--- src/spmd_pkg.sv ---
// constants, register map and types for the dma serial master
package spmd_pkg;
	localparam logic [11:0] OFS_START = 12'h010;
	localparam logic [11:0] OFS_STOP = 12'h014;
	localparam logic [11:0] OFS_SUSPEND = 12'h01c;
	localparam logic [11:0] OFS_RESUME = 12'h020;
	localparam logic [11:0] OFS_STOPPED = 12'h104;
	localparam logic [11:0] OFS_RX_END = 12'h110;
	localparam logic [11:0] OFS_BOTH_END = 12'h118;
	localparam logic [11:0] OFS_TX_END = 12'h120;
	localparam logic [11:0] OFS_STARTED = 12'h14c;
	localparam logic [11:0] OFS_LINKS = 12'h200;
	localparam logic [11:0] OFS_IRQ_SET = 12'h304;
	localparam logic [11:0] OFS_IRQ_CLR = 12'h308;
	localparam logic [11:0] OFS_ENABLE = 12'h500;
	localparam logic [11:0] OFS_PSEL_CLK = 12'h508;
	localparam logic [11:0] OFS_PSEL_DOUT = 12'h50c;
	localparam logic [11:0] OFS_PSEL_DIN = 12'h510;
	localparam logic [11:0] OFS_BIT_RATE = 12'h524;
	localparam logic [11:0] OFS_RX_PTR = 12'h534;
	localparam logic [11:0] OFS_RX_LIMIT = 12'h538;
	localparam logic [11:0] OFS_RX_DONE = 12'h53c;
	localparam logic [11:0] OFS_RX_LIST = 12'h540;
	localparam logic [11:0] OFS_TX_PTR = 12'h544;
	localparam logic [11:0] OFS_TX_LIMIT = 12'h548;
	localparam logic [11:0] OFS_TX_DONE = 12'h54c;
	localparam logic [11:0] OFS_TX_LIST = 12'h550;
	localparam logic [11:0] OFS_FORMAT = 12'h554;
	localparam logic [11:0] OFS_FILL = 12'h5c0;
	// event index: stopped, rx end, both end, tx end, started
	localparam int EV_STOPPED = 0;
	localparam int EV_RX_END = 1;
	localparam int EV_BOTH_END = 2;
	localparam int EV_TX_END = 3;
	localparam int EV_STARTED = 4;
	localparam logic [11:0] EV_OFS [5] = '{OFS_STOPPED, OFS_RX_END, OFS_BOTH_END, OFS_TX_END, OFS_STARTED};
	localparam int FMT_ORDER = 0;
	localparam int FMT_PHASE = 1;
	localparam int FMT_POL = 2;
	localparam int LINK_END_START = 0;
	localparam int PSEL_CONNECT = 31;
	localparam logic [3:0] ENABLE_ON = 4'h1;
	localparam logic [31:0] PSEL_RST = 32'hffffffff;
	localparam logic [31:0] RATE_RST = 32'h04000000;
	localparam logic [2:0] FORMAT_RST = 3'h0;
	localparam logic [14:0] LIMIT_RST = 15'h0000;
	localparam logic [7:0] FILL_RST = 8'h00;
	localparam int CLK_HZ = 200_000_000;
	localparam int BITS_PER_BYTE = 8;
	// serial half period in core cycles, rounded up so the period never runs short
	function automatic logic [9:0] spmd_half(input logic [31:0] rate);
		int bps;
		bps = 250_000;
		case (rate)
			32'h02000000: bps = 125_000;
			32'h04000000: bps = 250_000;
			32'h08000000: bps = 500_000;
			32'h10000000: bps = 1_000_000;
			32'h20000000: bps = 2_000_000;
			32'h40000000: bps = 4_000_000;
			32'h80000000: bps = 8_000_000;
			default: bps = 250_000;
		endcase
		return 10'((CLK_HZ + 2 * bps - 1) / (2 * bps));
	endfunction : spmd_half
	typedef enum logic [2:0] {ST_IDLE, ST_LOAD, ST_RD, ST_SHIFT, ST_WR, ST_HALT} spmd_state_type;
endpackage : spmd_pkg

--- src/spmd_top.sv ---
// dma serial master: registers, transaction sequencer, memory channels and pins
`timescale 1ns/1ps
module spmd_top
	import spmd_pkg::*;
(
	input wire logic core_clk,
	input wire logic sys_rst,
	input wire logic [11:0] reg_addr,
	input wire logic [31:0] reg_wdata,
	input wire logic reg_wr,
	input wire logic reg_rd,
	output logic [31:0] reg_rdata,
	output logic mem_req,
	output logic mem_we,
	output logic [31:0] mem_addr,
	output logic [7:0] mem_wdata,
	input wire logic [7:0] mem_rdata,
	input wire logic mem_ack,
	output logic sck_out,
	output logic sck_oe,
	output logic dout_out,
	output logic dout_oe,
	input wire logic din_in,
	output logic [31:0] sck_pin_sel,
	output logic [31:0] dout_pin_sel,
	output logic [31:0] din_pin_sel
);
	logic [4:0] ev_r;
	logic [4:0] ev_pulse_r;
	logic [4:0] irq_en_r;
	logic link_r;
	logic [3:0] enable_r;
	logic [31:0] psel_clk_r;
	logic [31:0] psel_dout_r;
	logic [31:0] psel_din_r;
	logic [31:0] rate_r;
	logic [31:0] rx_ptr_r;
	logic [14:0] rx_limit_r;
	logic [1:0] rx_list_r;
	logic [31:0] tx_ptr_r;
	logic [14:0] tx_limit_r;
	logic [1:0] tx_list_r;
	logic [2:0] format_r;
	logic [7:0] fill_r;
	logic [14:0] rx_done_r;
	logic [14:0] tx_done_r;
	logic [31:0] act_rx_ptr_r;
	logic [31:0] act_tx_ptr_r;
	logic [14:0] act_rx_limit_r;
	logic [14:0] act_tx_limit_r;
	logic [14:0] rx_cnt_r;
	logic [14:0] tx_cnt_r;
	logic tx_fin_r;
	logic rx_fin_r;
	logic end_given_r;
	logic stop_pend_r;
	logic susp_r;
	logic relink_r;
	spmd_state_type state_r;
	logic [7:0] shift_byte_r;
	logic shift_go_r;
	logic [9:0] div_r;
	logic tick_r;
	logic din_s1_r;
	logic din_s2_r;
	logic sh_done;
	logic sh_busy;
	logic [7:0] sh_rx;
	logic enabled;
	logic tsk_start;
	logic tsk_stop;
	logic tsk_suspend;
	logic tsk_resume;
	logic go;

	function automatic logic task_hit(input logic [11:0] a, input logic [11:0] ofs, input logic w, input logic d0);
		return w && (a == ofs) && d0;
	endfunction : task_hit

	assign enabled = (enable_r == ENABLE_ON);
	assign tsk_start = task_hit(reg_addr, OFS_START, reg_wr, reg_wdata[0]);
	assign tsk_stop = task_hit(reg_addr, OFS_STOP, reg_wr, reg_wdata[0]);
	assign tsk_suspend = task_hit(reg_addr, OFS_SUSPEND, reg_wr, reg_wdata[0]);
	assign tsk_resume = task_hit(reg_addr, OFS_RESUME, reg_wr, reg_wdata[0]);
	assign go = enabled && (tsk_start || relink_r);
	assign sck_pin_sel = psel_clk_r;
	assign dout_pin_sel = psel_dout_r;
	assign din_pin_sel = psel_din_r;

	// software writable configuration
	always_ff @(posedge core_clk)
	begin
		if (sys_rst)
		begin
			irq_en_r <= 5'h00;
			link_r <= 1'b0;
			enable_r <= 4'h0;
			psel_clk_r <= PSEL_RST;
			psel_dout_r <= PSEL_RST;
			psel_din_r <= PSEL_RST;
			rate_r <= RATE_RST;
			rx_ptr_r <= 32'h00000000;
			rx_limit_r <= LIMIT_RST;
			rx_list_r <= 2'h0;
			tx_ptr_r <= 32'h00000000;
			tx_limit_r <= LIMIT_RST;
			tx_list_r <= 2'h0;
			format_r <= FORMAT_RST;
			fill_r <= FILL_RST;
		end
		else if (reg_wr)
		begin
			case (reg_addr)
				OFS_LINKS: link_r <= reg_wdata[LINK_END_START];
				OFS_IRQ_SET: irq_en_r <= irq_en_r | reg_wdata[4:0];
				OFS_IRQ_CLR: irq_en_r <= irq_en_r & ~reg_wdata[4:0];
				OFS_ENABLE: enable_r <= reg_wdata[3:0];
				OFS_PSEL_CLK: psel_clk_r <= reg_wdata;
				OFS_PSEL_DOUT: psel_dout_r <= reg_wdata;
				OFS_PSEL_DIN: psel_din_r <= reg_wdata;
				OFS_BIT_RATE: rate_r <= reg_wdata;
				OFS_RX_PTR: rx_ptr_r <= reg_wdata;
				OFS_RX_LIMIT: rx_limit_r <= reg_wdata[14:0];
				OFS_RX_LIST: rx_list_r <= reg_wdata[1:0];
				OFS_TX_PTR: tx_ptr_r <= reg_wdata;
				OFS_TX_LIMIT: tx_limit_r <= reg_wdata[14:0];
				OFS_TX_LIST: tx_list_r <= reg_wdata[1:0];
				OFS_FORMAT: format_r <= reg_wdata[2:0];
				OFS_FILL: fill_r <= reg_wdata[7:0];
				default: ;
			endcase
		end
	end

	// sticky events: a hardware set beats a clearing write in the same cycle
	always_ff @(posedge core_clk)
	begin
		if (sys_rst)
			ev_r <= 5'h00;
		else
		begin
			for (int i = 0; i < 5; i++)
			begin
				if (ev_pulse_r[i])
					ev_r[i] <= 1'b1;
				else if (reg_wr && reg_addr == EV_OFS[i] && reg_wdata == 32'h00000000)
					ev_r[i] <= 1'b0;
			end
		end
	end

	// read data stand in the cycle after the strobe only
	always_ff @(posedge core_clk)
	begin
		if (sys_rst)
			reg_rdata <= 32'h00000000;
		else
		begin
			reg_rdata <= 32'h00000000;
			if (reg_rd)
			begin
				case (reg_addr)
					OFS_LINKS: reg_rdata <= {31'h0, link_r};
					OFS_IRQ_SET, OFS_IRQ_CLR: reg_rdata <= {27'h0, irq_en_r};
					OFS_ENABLE: reg_rdata <= {28'h0, enable_r};
					OFS_PSEL_CLK: reg_rdata <= psel_clk_r;
					OFS_PSEL_DOUT: reg_rdata <= psel_dout_r;
					OFS_PSEL_DIN: reg_rdata <= psel_din_r;
					OFS_BIT_RATE: reg_rdata <= rate_r;
					OFS_RX_PTR: reg_rdata <= rx_ptr_r;
					OFS_RX_LIMIT: reg_rdata <= {17'h0, rx_limit_r};
					OFS_RX_DONE: reg_rdata <= {17'h0, rx_done_r};
					OFS_RX_LIST: reg_rdata <= {30'h0, rx_list_r};
					OFS_TX_PTR: reg_rdata <= tx_ptr_r;
					OFS_TX_LIMIT: reg_rdata <= {17'h0, tx_limit_r};
					OFS_TX_DONE: reg_rdata <= {17'h0, tx_done_r};
					OFS_TX_LIST: reg_rdata <= {30'h0, tx_list_r};
					OFS_FORMAT: reg_rdata <= {29'h0, format_r};
					OFS_FILL: reg_rdata <= {24'h0, fill_r};
					default:
					begin
						for (int i = 0; i < 5; i++)
							if (reg_addr == EV_OFS[i])
								reg_rdata <= {31'h0, ev_r[i]};
					end
				endcase
			end
		end
	end

	// data in passes two flops before the shifter looks at it
	always_ff @(posedge core_clk)
	begin
		if (sys_rst)
		begin
			din_s1_r <= 1'b0;
			din_s2_r <= 1'b0;
		end
		else
		begin
			din_s1_r <= din_in;
			din_s2_r <= din_s1_r;
		end
	end

	// half period enable for the serial clock
	always_ff @(posedge core_clk)
	begin
		if (sys_rst || !sh_busy)
		begin
			div_r <= 10'h000;
			tick_r <= 1'b0;
		end
		else if (div_r == spmd_half(rate_r) - 10'h001)
		begin
			div_r <= 10'h000;
			tick_r <= 1'b1;
		end
		else
		begin
			div_r <= div_r + 10'h001;
			tick_r <= 1'b0;
		end
	end

	// pin drivers only act while the block is enabled
	always_ff @(posedge core_clk)
	begin
		if (sys_rst)
		begin
			sck_oe <= 1'b0;
			dout_oe <= 1'b0;
		end
		else
		begin
			sck_oe <= enabled && !psel_clk_r[PSEL_CONNECT];
			dout_oe <= enabled && !psel_dout_r[PSEL_CONNECT];
		end
	end

	spmd_shifter u_shift (
		.core_clk(core_clk),
		.sys_rst(sys_rst),
		.start(shift_go_r),
		.tick(tick_r),
		.tx_byte(shift_byte_r),
		.cpol(format_r[FMT_POL]),
		.cpha(format_r[FMT_PHASE]),
		.lsb_first(format_r[FMT_ORDER]),
		.din(din_s2_r),
		.sck(sck_out),
		.dout(dout_out),
		.rx_byte(sh_rx),
		.done(sh_done),
		.busy(sh_busy)
	);

	// transaction sequencer
	always_ff @(posedge core_clk)
	begin
		logic [4:0] pul;
		pul = 5'h00;
		if (sys_rst)
		begin
			state_r <= ST_IDLE;
			ev_pulse_r <= 5'h00;
			act_rx_ptr_r <= 32'h00000000;
			act_tx_ptr_r <= 32'h00000000;
			act_rx_limit_r <= LIMIT_RST;
			act_tx_limit_r <= LIMIT_RST;
			rx_cnt_r <= 15'h0000;
			tx_cnt_r <= 15'h0000;
			rx_done_r <= 15'h0000;
			tx_done_r <= 15'h0000;
			tx_fin_r <= 1'b0;
			rx_fin_r <= 1'b0;
			end_given_r <= 1'b1;
			stop_pend_r <= 1'b0;
			susp_r <= 1'b0;
			relink_r <= 1'b0;
			shift_byte_r <= 8'h00;
			shift_go_r <= 1'b0;
			mem_req <= 1'b0;
			mem_we <= 1'b0;
			mem_addr <= 32'h00000000;
			mem_wdata <= 8'h00;
		end
		else
		begin
			shift_go_r <= 1'b0;
			if (tx_fin_r && rx_fin_r && !end_given_r)
			begin
				pul[EV_BOTH_END] = 1'b1;
				end_given_r <= 1'b1;
				relink_r <= link_r;
			end
			if (state_r != ST_IDLE)
			begin
				if (tsk_stop)
					stop_pend_r <= 1'b1;
				if (tsk_suspend)
					susp_r <= 1'b1;
				else if (tsk_resume)
					susp_r <= 1'b0;
			end
			case (state_r)
				ST_IDLE:
				begin
					if (go)
					begin
						act_rx_ptr_r <= rx_ptr_r;
						act_tx_ptr_r <= tx_ptr_r;
						act_rx_limit_r <= rx_limit_r;
						act_tx_limit_r <= tx_limit_r;
						rx_cnt_r <= 15'h0000;
						tx_cnt_r <= 15'h0000;
						tx_fin_r <= 1'b0;
						rx_fin_r <= 1'b0;
						end_given_r <= 1'b0;
						stop_pend_r <= 1'b0;
						susp_r <= 1'b0;
						pul[EV_STARTED] = 1'b1;
						relink_r <= 1'b0; // a shortcut start is held until the sequencer is back in idle
						state_r <= ST_LOAD;
					end
					else if (tsk_stop)
						pul[EV_STOPPED] = 1'b1;
				end
				ST_LOAD:
				begin
					if (stop_pend_r || (tx_cnt_r >= act_tx_limit_r && rx_cnt_r >= act_rx_limit_r))
						state_r <= ST_HALT;
					else if (susp_r)
						state_r <= ST_LOAD;
					else if (tx_cnt_r < act_tx_limit_r)
					begin
						mem_req <= 1'b1;
						mem_we <= 1'b0;
						mem_addr <= act_tx_ptr_r + {17'h0, tx_cnt_r};
						state_r <= ST_RD;
					end
					else
					begin
						shift_byte_r <= fill_r;
						shift_go_r <= 1'b1;
						state_r <= ST_SHIFT;
					end
				end
				ST_RD:
				begin
					// byte taken as returned; contention on the memory side is not detected
					if (mem_ack)
					begin
						mem_req <= 1'b0;
						shift_byte_r <= mem_rdata;
						shift_go_r <= 1'b1;
						state_r <= ST_SHIFT;
					end
				end
				ST_SHIFT:
				begin
					if (sh_done)
					begin
						if (tx_cnt_r < act_tx_limit_r)
						begin
							tx_cnt_r <= tx_cnt_r + 15'h0001;
							if (tx_cnt_r + 15'h0001 == act_tx_limit_r)
							begin
								pul[EV_TX_END] = 1'b1;
								tx_fin_r <= 1'b1;
							end
						end
						if (rx_cnt_r < act_rx_limit_r)
						begin
							mem_req <= 1'b1;
							mem_we <= 1'b1;
							mem_addr <= act_rx_ptr_r + {17'h0, rx_cnt_r};
							mem_wdata <= sh_rx;
							state_r <= ST_WR;
						end
						else
							state_r <= ST_LOAD;
					end
				end
				ST_WR:
				begin
					if (mem_ack)
					begin
						mem_req <= 1'b0;
						mem_we <= 1'b0;
						rx_cnt_r <= rx_cnt_r + 15'h0001;
						if (rx_cnt_r + 15'h0001 == act_rx_limit_r)
						begin
							pul[EV_RX_END] = 1'b1;
							rx_fin_r <= 1'b1;
						end
						state_r <= ST_LOAD;
					end
				end
				ST_HALT:
				begin
					pul[EV_TX_END] = !tx_fin_r;
					pul[EV_RX_END] = !rx_fin_r;
					tx_fin_r <= 1'b1;
					rx_fin_r <= 1'b1;
					tx_done_r <= tx_cnt_r;
					rx_done_r <= rx_cnt_r;
					pul[EV_STOPPED] = stop_pend_r;
					stop_pend_r <= 1'b0;
					susp_r <= 1'b0;
					state_r <= ST_IDLE;
				end
				default: state_r <= ST_IDLE;
			endcase
			ev_pulse_r <= pul;
		end
	end
endmodule : spmd_top

--- src/spmd_shifter.sv ---
// one byte of full duplex shifting in any of the four clock modes
`timescale 1ns/1ps
module spmd_shifter
	import spmd_pkg::*;
(
	input wire logic core_clk,
	input wire logic sys_rst,
	input wire logic start,
	input wire logic tick,
	input wire logic [7:0] tx_byte,
	input wire logic cpol,
	input wire logic cpha,
	input wire logic lsb_first,
	input wire logic din,
	output logic sck,
	output logic dout,
	output logic [7:0] rx_byte,
	output logic done,
	output logic busy
);
	logic [3:0] edge_r;
	logic [7:0] tx_r;
	logic [2:0] bit_r;

	function automatic logic pick(input logic [7:0] b, input logic [2:0] i, input logic lsb);
		return lsb ? b[i] : b[3'd7 - i];
	endfunction : pick

	always_ff @(posedge core_clk)
	begin
		if (sys_rst)
		begin
			busy <= 1'b0;
			edge_r <= 4'h0;
			bit_r <= 3'h0;
			tx_r <= 8'h00;
			sck <= 1'b0;
			dout <= 1'b0;
			rx_byte <= 8'h00;
			done <= 1'b0;
		end
		else
		begin
			done <= 1'b0;
			if (!busy)
			begin
				sck <= cpol;
				dout <= 1'b0;
				if (start)
				begin
					busy <= 1'b1;
					tx_r <= tx_byte;
					edge_r <= 4'h0;
					bit_r <= 3'h1;
					// leading phase puts the first bit out before the first edge
					if (!cpha)
						dout <= pick(tx_byte, 3'h0, lsb_first);
				end
			end
			else if (tick)
			begin
				sck <= ~sck;
				edge_r <= edge_r + 4'h1;
				// edge_r even is the leading edge
				if (edge_r[0] == cpha)
				begin
					if (lsb_first)
						rx_byte <= {din, rx_byte[7:1]};
					else
						rx_byte <= {rx_byte[6:0], din};
				end
				else if (cpha)
					dout <= pick(tx_r, edge_r[3:1], lsb_first);
				else if (edge_r != 4'hf)
				begin
					dout <= pick(tx_r, bit_r, lsb_first);
					bit_r <= bit_r + 3'h1;
				end
				if (edge_r == 4'hf)
				begin
					busy <= 1'b0;
					done <= 1'b1;
				end
			end
		end
	end
endmodule : spmd_shifter

--- config.mk ---
export PLATFORM = sky130hd
export DESIGN_NAME = spmd_top
export DESIGN_NICKNAME = d
export VERILOG_FILES = /design/src/spmd_pkg.sv /design/src/spmd_top.sv /design/src/spmd_shifter.sv
export SDC_FILE = /design/constraint.sdc
export NUM_CORES = 1
export LEC_CHECK = 0
export BUFFER_PORTS_ARGS = -buffer_cell sky130_fd_sc_hd__buf_2
export CORE_ASPECT_RATIO = 1.2
export CORE_UTILIZATION = 41
export CTS_BUF_LIST = sky130_fd_sc_hd__clkbuf_4 sky130_fd_sc_hd__clkbuf_8
export DETAILED_ROUTE_END_ITERATION = 8
export SLEW_MARGIN = 20
export SYNTH_ARGS = -nofsm -noshare
export SYNTH_HDL_FRONTEND = slang
export SYNTH_SLANG_ARGS = --single-unit
--- constraint.sdc ---
create_clock -name core_clk -period 117.5 [get_ports core_clk]
set_input_delay 5.875 -clock core_clk [delete_from_list [all_inputs] [get_ports core_clk]]
set_output_delay 5.875 -clock core_clk [all_outputs]
set_load 0.05 [all_outputs]
# After elaboration in Yosys (flattened, before gate mapping)
# Index checks and enable logic that the tools add are counted.
[totals]
reg_bits = 545
latch_bits = 0
ram_bits = 0
romBits = 0
input_bits = 58
memories = 0
[op_classes]
n_addsub = 12
mul = 0
div_mod_pow = 1
n_lt_le_gt_ge = 8
n_eq_ne = 63
shift = 0
mux = 132
n_bitwise = 8
n_reduce_logical = 88
[ops]
columns = ["op", "count"]
rows = [
  ["$pmux W32 S17", 1],
  ["$mux W32", 9],
  ["$eq A12 B11 Y1 const B", 15],
  ["$pmux W23 S6", 1],
  ["$mux W1", 75],
  ["$add A32 B15 Y32", 2],
  ["$pmux W32 S2", 1],
  ["$eq A12 B9 Y1 const B", 5],
  ["$mux W15", 4],
  ["$pmux W15 S2", 2],
  ["$mux W8", 5],
  ["$eq A12 B10 Y1 const B", 3],
  ["$eq A12 B5 Y1 const B", 3],
  ["$mux W3", 12],
  ["$reduce_and A2 Y1", 18],
  ["$add A29 B32 Y32 const A", 1],
  ["$div A32 B32 Y32", 1],
  ["$eq A32 B26 Y1 const B", 1],
  ["$eq A32 B28 Y1 const B", 1],
  ["$eq A32 B29 Y1 const B", 1],
  ["$eq A32 B30 Y1 const B", 1],
  ["$eq A32 B31 Y1 const B", 1],
  ["$eq A32 B32 Y1 const B", 1],
  ["$logic_not A32 Y1", 1],
  ["49 further kinds", 147],
]

# Longest topological paths before layout
[depth]
depth_word = 9
depth_mapped = 229
depth_no_buf = 205

# Hierarchy
# A second synthesis with hierarchy kept.
[hier_totals]
cells_unflattened = 5342
hier_area_um2 = 40366.2
[modules_own_cells]
columns = ["module", "n_inst", "cells_each", "area_each_um2"]
rows = [
  ["spmd_top", 1, 5188, 38916.1],
  ["spmd_shifter", 1, 154, 1450.1],
]

# Least setup slack after synthesis
# OpenSTA, ideal clock, no wires.
[synth_timing]
path_kind = "flip-flop to flip-flop"
from = "register rate_r[31]"
to = "register div_r[2]"
setup_ns = 0.147
arrival_ns = 47.842
required_ns = 117.353
setup_slack_ns = 69.510
path_stages_with_launch = 215
path_buffers = 25
synth_period_minus_slack_ns = 47.990
cell_sequence = "dfxtp_1 -> nor4_2 -> and3b_1 -> o311ai_1 -> clkbuf_1 -> nor3_1 -> inv_1 -> ha_1 -> o21a_1 -> o2111ai_1 -> and2_1 -> a211oi_1 -> o21a_1 -> clkbuf_1 -> o21ai_0 -> and2_1 -> ha_1 -> a21oi_1 -> (+179 left out) -> o21a_1 -> o21a_1 -> o21a_1 -> o21ai_0 -> nand3_1 -> nor3_1 -> and4bb_2 -> nand2_1 -> inv_1 -> ha_1 -> inv_1 -> or4_1 -> a211o_1 -> a211oi_1 -> o2111a_1 -> nand3_1 -> a2bb2oi_4 -> a2111oi_1"
[synth_between]
elab_chain_cells = 9
word_cells_on_any_way = 14
[synth_lines]
columns = ["item", "line", "text"]
rows = [
  ["start, declared", "spmd_top.sv:36", "logic [31:0] rate_r;"],
  ["start signal, assigned", "spmd_top.sv:121", "OFS_BIT_RATE: rate_r <= reg_wdata;"],
  ["$eq A32 B32 Y1 (tied with other cells)", "spmd_pkg.sv:54", "case (rate)"],
  ["$pmux W23 S6 (*)", "spmd_pkg.sv:54", ""],
  ["$mux W31 (*)", "spmd_top.sv:209", "if (sys_rst || !sh_busy)"],
  ["$add A29 B32 Y32", "spmd_pkg.sv:64", "return 10'((CLK_HZ + 2 * bps - 1) / (2 * bps));"],
  ["$sub A32 B2 Y32", "spmd_pkg.sv:64", ""],
  ["$div A32 B32 Y32 (*)", "spmd_pkg.sv:64", ""],
  ["$sub A10 B1 Y10 (*)", "spmd_top.sv:214", "else if (div_r == spmd_half(rate_r) - 10'h001)"],
  ["$eq A10 B10 Y1 (*)", "spmd_top.sv:214", ""],
  ["$reduce_or A2 Y1 (no line) (*)", "n/a", ""],
  ["end signal, assigned", "spmd_top.sv:221", "div_r <= div_r + 10'h001;"],
  ["end, declared", "spmd_top.sv:62", "logic [9:0] div_r;"],
]
# Every way passes the cells marked *; elsewhere a longest branch is shown, timed or not. The select of a mux whose other input is x is not followed.
# A chain may end at the register's enable or synchronous reset.

# Final worst setup path
[layout_timing]
from = "register rate_r[1]"
to = "register div_r[2]"
# The elaborated chain is that of the path after synthesis.

==> results by group <==
Outcome
  • Status: finished clean

Clocking
  • Worst skew pair latency: 750 ps
  • Clk slew on worst S/H paths: 60 ps
  • CTS Hold Bufs: 0
  • CTS Buf Count: 92
  • Clock Tree Buf Depth: 3
  • Root Driver: clkbuf_8
  • CTS sink cnt: 545
  • Post-CTS setup buffers: 0
  • CTS resizes: 0
  • # H-tree levels: 3
  • CTS tree: done

Detailed routing
  • First drt pass iteration count: 9
  • Post-Route WL: 150900 um
  • ANT nets after route: 0
  • Drt via density: 5.887
  • Iter 0 DRT Violations: 3037
  • DR WL/cell: 22.10 um
  • # DRC: 0
  • Via count: 40190

Synth
  • Synth area leaders: dfxtp_1 27%, ha_1 11%, nand2_1 9.4%
  • Share of the synthesized area in the top cell type: 26.93%
  • Synthesis-stage register bit count: 545
  • Mapped Area: 40520 um2
  • Cell taking the most area after synthesis: dfxtp_1
  • Top_reg_cell synth: dfxtp_1
  • Syn avg cell area: 7.537 um2
  • Yosys warnings: 0
  • Cell variety after synth: 109
  • Most numerous cell in the Yosys netlist: nand2_1
  • Number of flops mapped to enable cells by yosys: 0
  • Synth Instances: 5376
  • Top cells by count, synth: 1010 x nand2_1, 551 x a21oi_1, 545 x dfxtp_1
  • Async SR Flop Fraction: 0%
  • Register area share after synthesis: 26.93%

Pwr
  • Peak VDD IR: 0.000009596 V
  • PwrDens: 9.654 nW/um2
  • Pleak: 17.49 nW

Placed design
  • Placed cell area: 42770 um2
  • DP HPWL: 111200 um
  • Port Buffers: 231
  • Placer congestion estimate: 0.9523

Setup path
  • CP top delay family: compound AO/OA/AOI/OAI gates
  • CP max stage cell: a31oi_2
  • Worst Setup Path Type: reg2reg
  • Crit path arrival time: 53230 ps
  • CP most frequent cell: o21a_1
  • CP required: 118040 ps
  • Highest cell delay on the worst timing path: 880 ps
  • Crit path max fanout: 35
  • Worst Path Buf+Inv: 9
  • CP endpoint kind: register
  • CP Launch Type: register

Global routing
  • GR Overflow Total: 0
  • Largest net degree at the start of global routing: 199
  • Initial antenna violation count: 3
  • GRT Overall Usage: 29.36%
  • First-pass GRT wire length: 227700 um
  • Vias in the first global route: 38478

Final layout
  • Share of cells above drive strength 1: 12.08%
  • Final Util: 45.97%
  • Multi-input gate area in the final layout: 28070 um2
  • Final instance area: 44790 um2
  • Fillers: 9913
  • Fin nets: 5883
  • Area Growth Syn to Fin: 10.54%
  • Register area: 10910 um2

STA
  • WHS: 435.4 ps
  • Hold Fails Final Rpt: 0
  • Crit path time final: 52700 ps
  • Max Freq: 18.98 MHz
  • Rel. slew slack: 18.67%
  • RSZ-0062 raised after global routing: no
  • Worst Skew: 75.34 ps
  • Final TNS setup: 0 ps
  • Crit share post-route: 44.85%
  • Slew Limit Fails: 0
  • Slew at the pin with the worst max-slew slack: 1219 ps
  • Finish-stage setup viols: 0

Die
  • Initial core utilization: 41.59%
  • Height of the die: 346.4 um
  • Core Area: 97440 um2
  • Cell row count: 125
  • DIE WIDTH: 289.0 um
  • I/O pin count: 232
  • DIE AREA: 100100 um2

Min path
  • Hold WC Path Type: reg2reg

Job
  • Max-cap viol count: 0
-- sequential cells by signal, indices dropped and copies added, names as in the netlist, 32 cells and up, named ones only --
signal / cells
rx_ptr_r: 32
act_rx_ptr_r: 32
sck_pin_sel: 32
rate_r: 32
tx_ptr_r: 32
din_pin_sel: 32
dout_pin_sel: 32
reg_rdata: 32
mem_addr: 32
act_tx_ptr_r: 32
-- final cells by class --
cell class	count	area share, %
diodes	4	0.02235
repair buffers	294	3.687
clock inverters	21	0.4916
flip-flops and latches	545	24.36
well taps	1270	3.548
clock buffers	146	3.997
multi-input cells	4401	62.67
inverters	146	1.223
-- stage by stage --
step	total power, mW	cells	worst slack [ps]
floorplan	0.2341	5379	69510
global placement	0.2520	6656	66060
detailed placement	0.2521	6656	65070
CTS	0.4363	6823	64830
global route	0.4502	6825	60550
finish	0.4324	6827	64800
-- cells in the final DEF, fill, tap and decap left out, types with 52 or more instances in the layout --
master,n
nand3b_1,117
nand3_1,129
nand2_1,1006
nor3_1,135
mux2_2,100
dfxtp_1,545
a21oi_1,550
o21ai_0,175
buf_2,230
xor2_1,94
a21o_1,81
and3_1,52
clkbuf_8,111
inv_1,144
nor2_1,393
xnor2_1,170
a31oi_1,60
a211oi_1,55
nor2b_1,56
or3_1,52
ha_1,343
o21a_1,94
a22oi_1,100
buf_4,62
-- layer usage --
layer	up-vias	routed length [um]	track usage, %
li1	19504	-	-
met5	-	74	0.4412
met4	4	12090	21.40
met2	1280	72680	50.28
met1	18992	57770	32.90
met3	410	8261	4.163
-- worst reg2reg max path, delay by kind of cell, from the launching register on --
family	cells	cell delay [ps]
and+or+nand+nor	51	15690
buffers and inverters	9	1910
AOI/OAI and AO/OA	116	28740
DFF	1	330
adders and majority gates	16	5200
muxes	2	650
-- final timing paths --
check                               from                   to  slack [ps]  cells past startpoint
setup / recovery  rate_r[1]$_SDFFE_PP0P_  div_r[2]$_SDFF_PP0_       64800                    194
setup reg to reg  rate_r[1]$_SDFFE_PP0P_  div_r[2]$_SDFF_PP0_       64800                    194
hold reg to reg      din_s1_r$_SDFF_PP0_  din_s2_r$_SDFF_PP0_         440                      1
hold / removal       din_s1_r$_SDFF_PP0_  din_s2_r$_SDFF_PP0_         440                      1
-- report_power, final --
| part | internal (mW) | switching [mW] | total, mW |
|---|---|---|---|
| combinational | 0.0183 | 0.0386 | 0.0569 |
| sequential | 0.187 | 0.00284 | 0.190 |
| clock | 0.101 | 0.0849 | 0.185 |
-- logic make-up after synthesis --
logic type                 Yosys count  share of synthesized area [%]
muxes                              153                          4.403
xor gates and xnor gates           264                          5.706
AOI/OAI and AO/OA                 1454                          23.25
other                                2                        0.01853
buffers and inverters              433                          4.073
and+or+nand+nor                   2180                          24.93
DFF                                545                          26.93
adders and majority gates          345                          10.69
(Power assumes the default switching activity.)
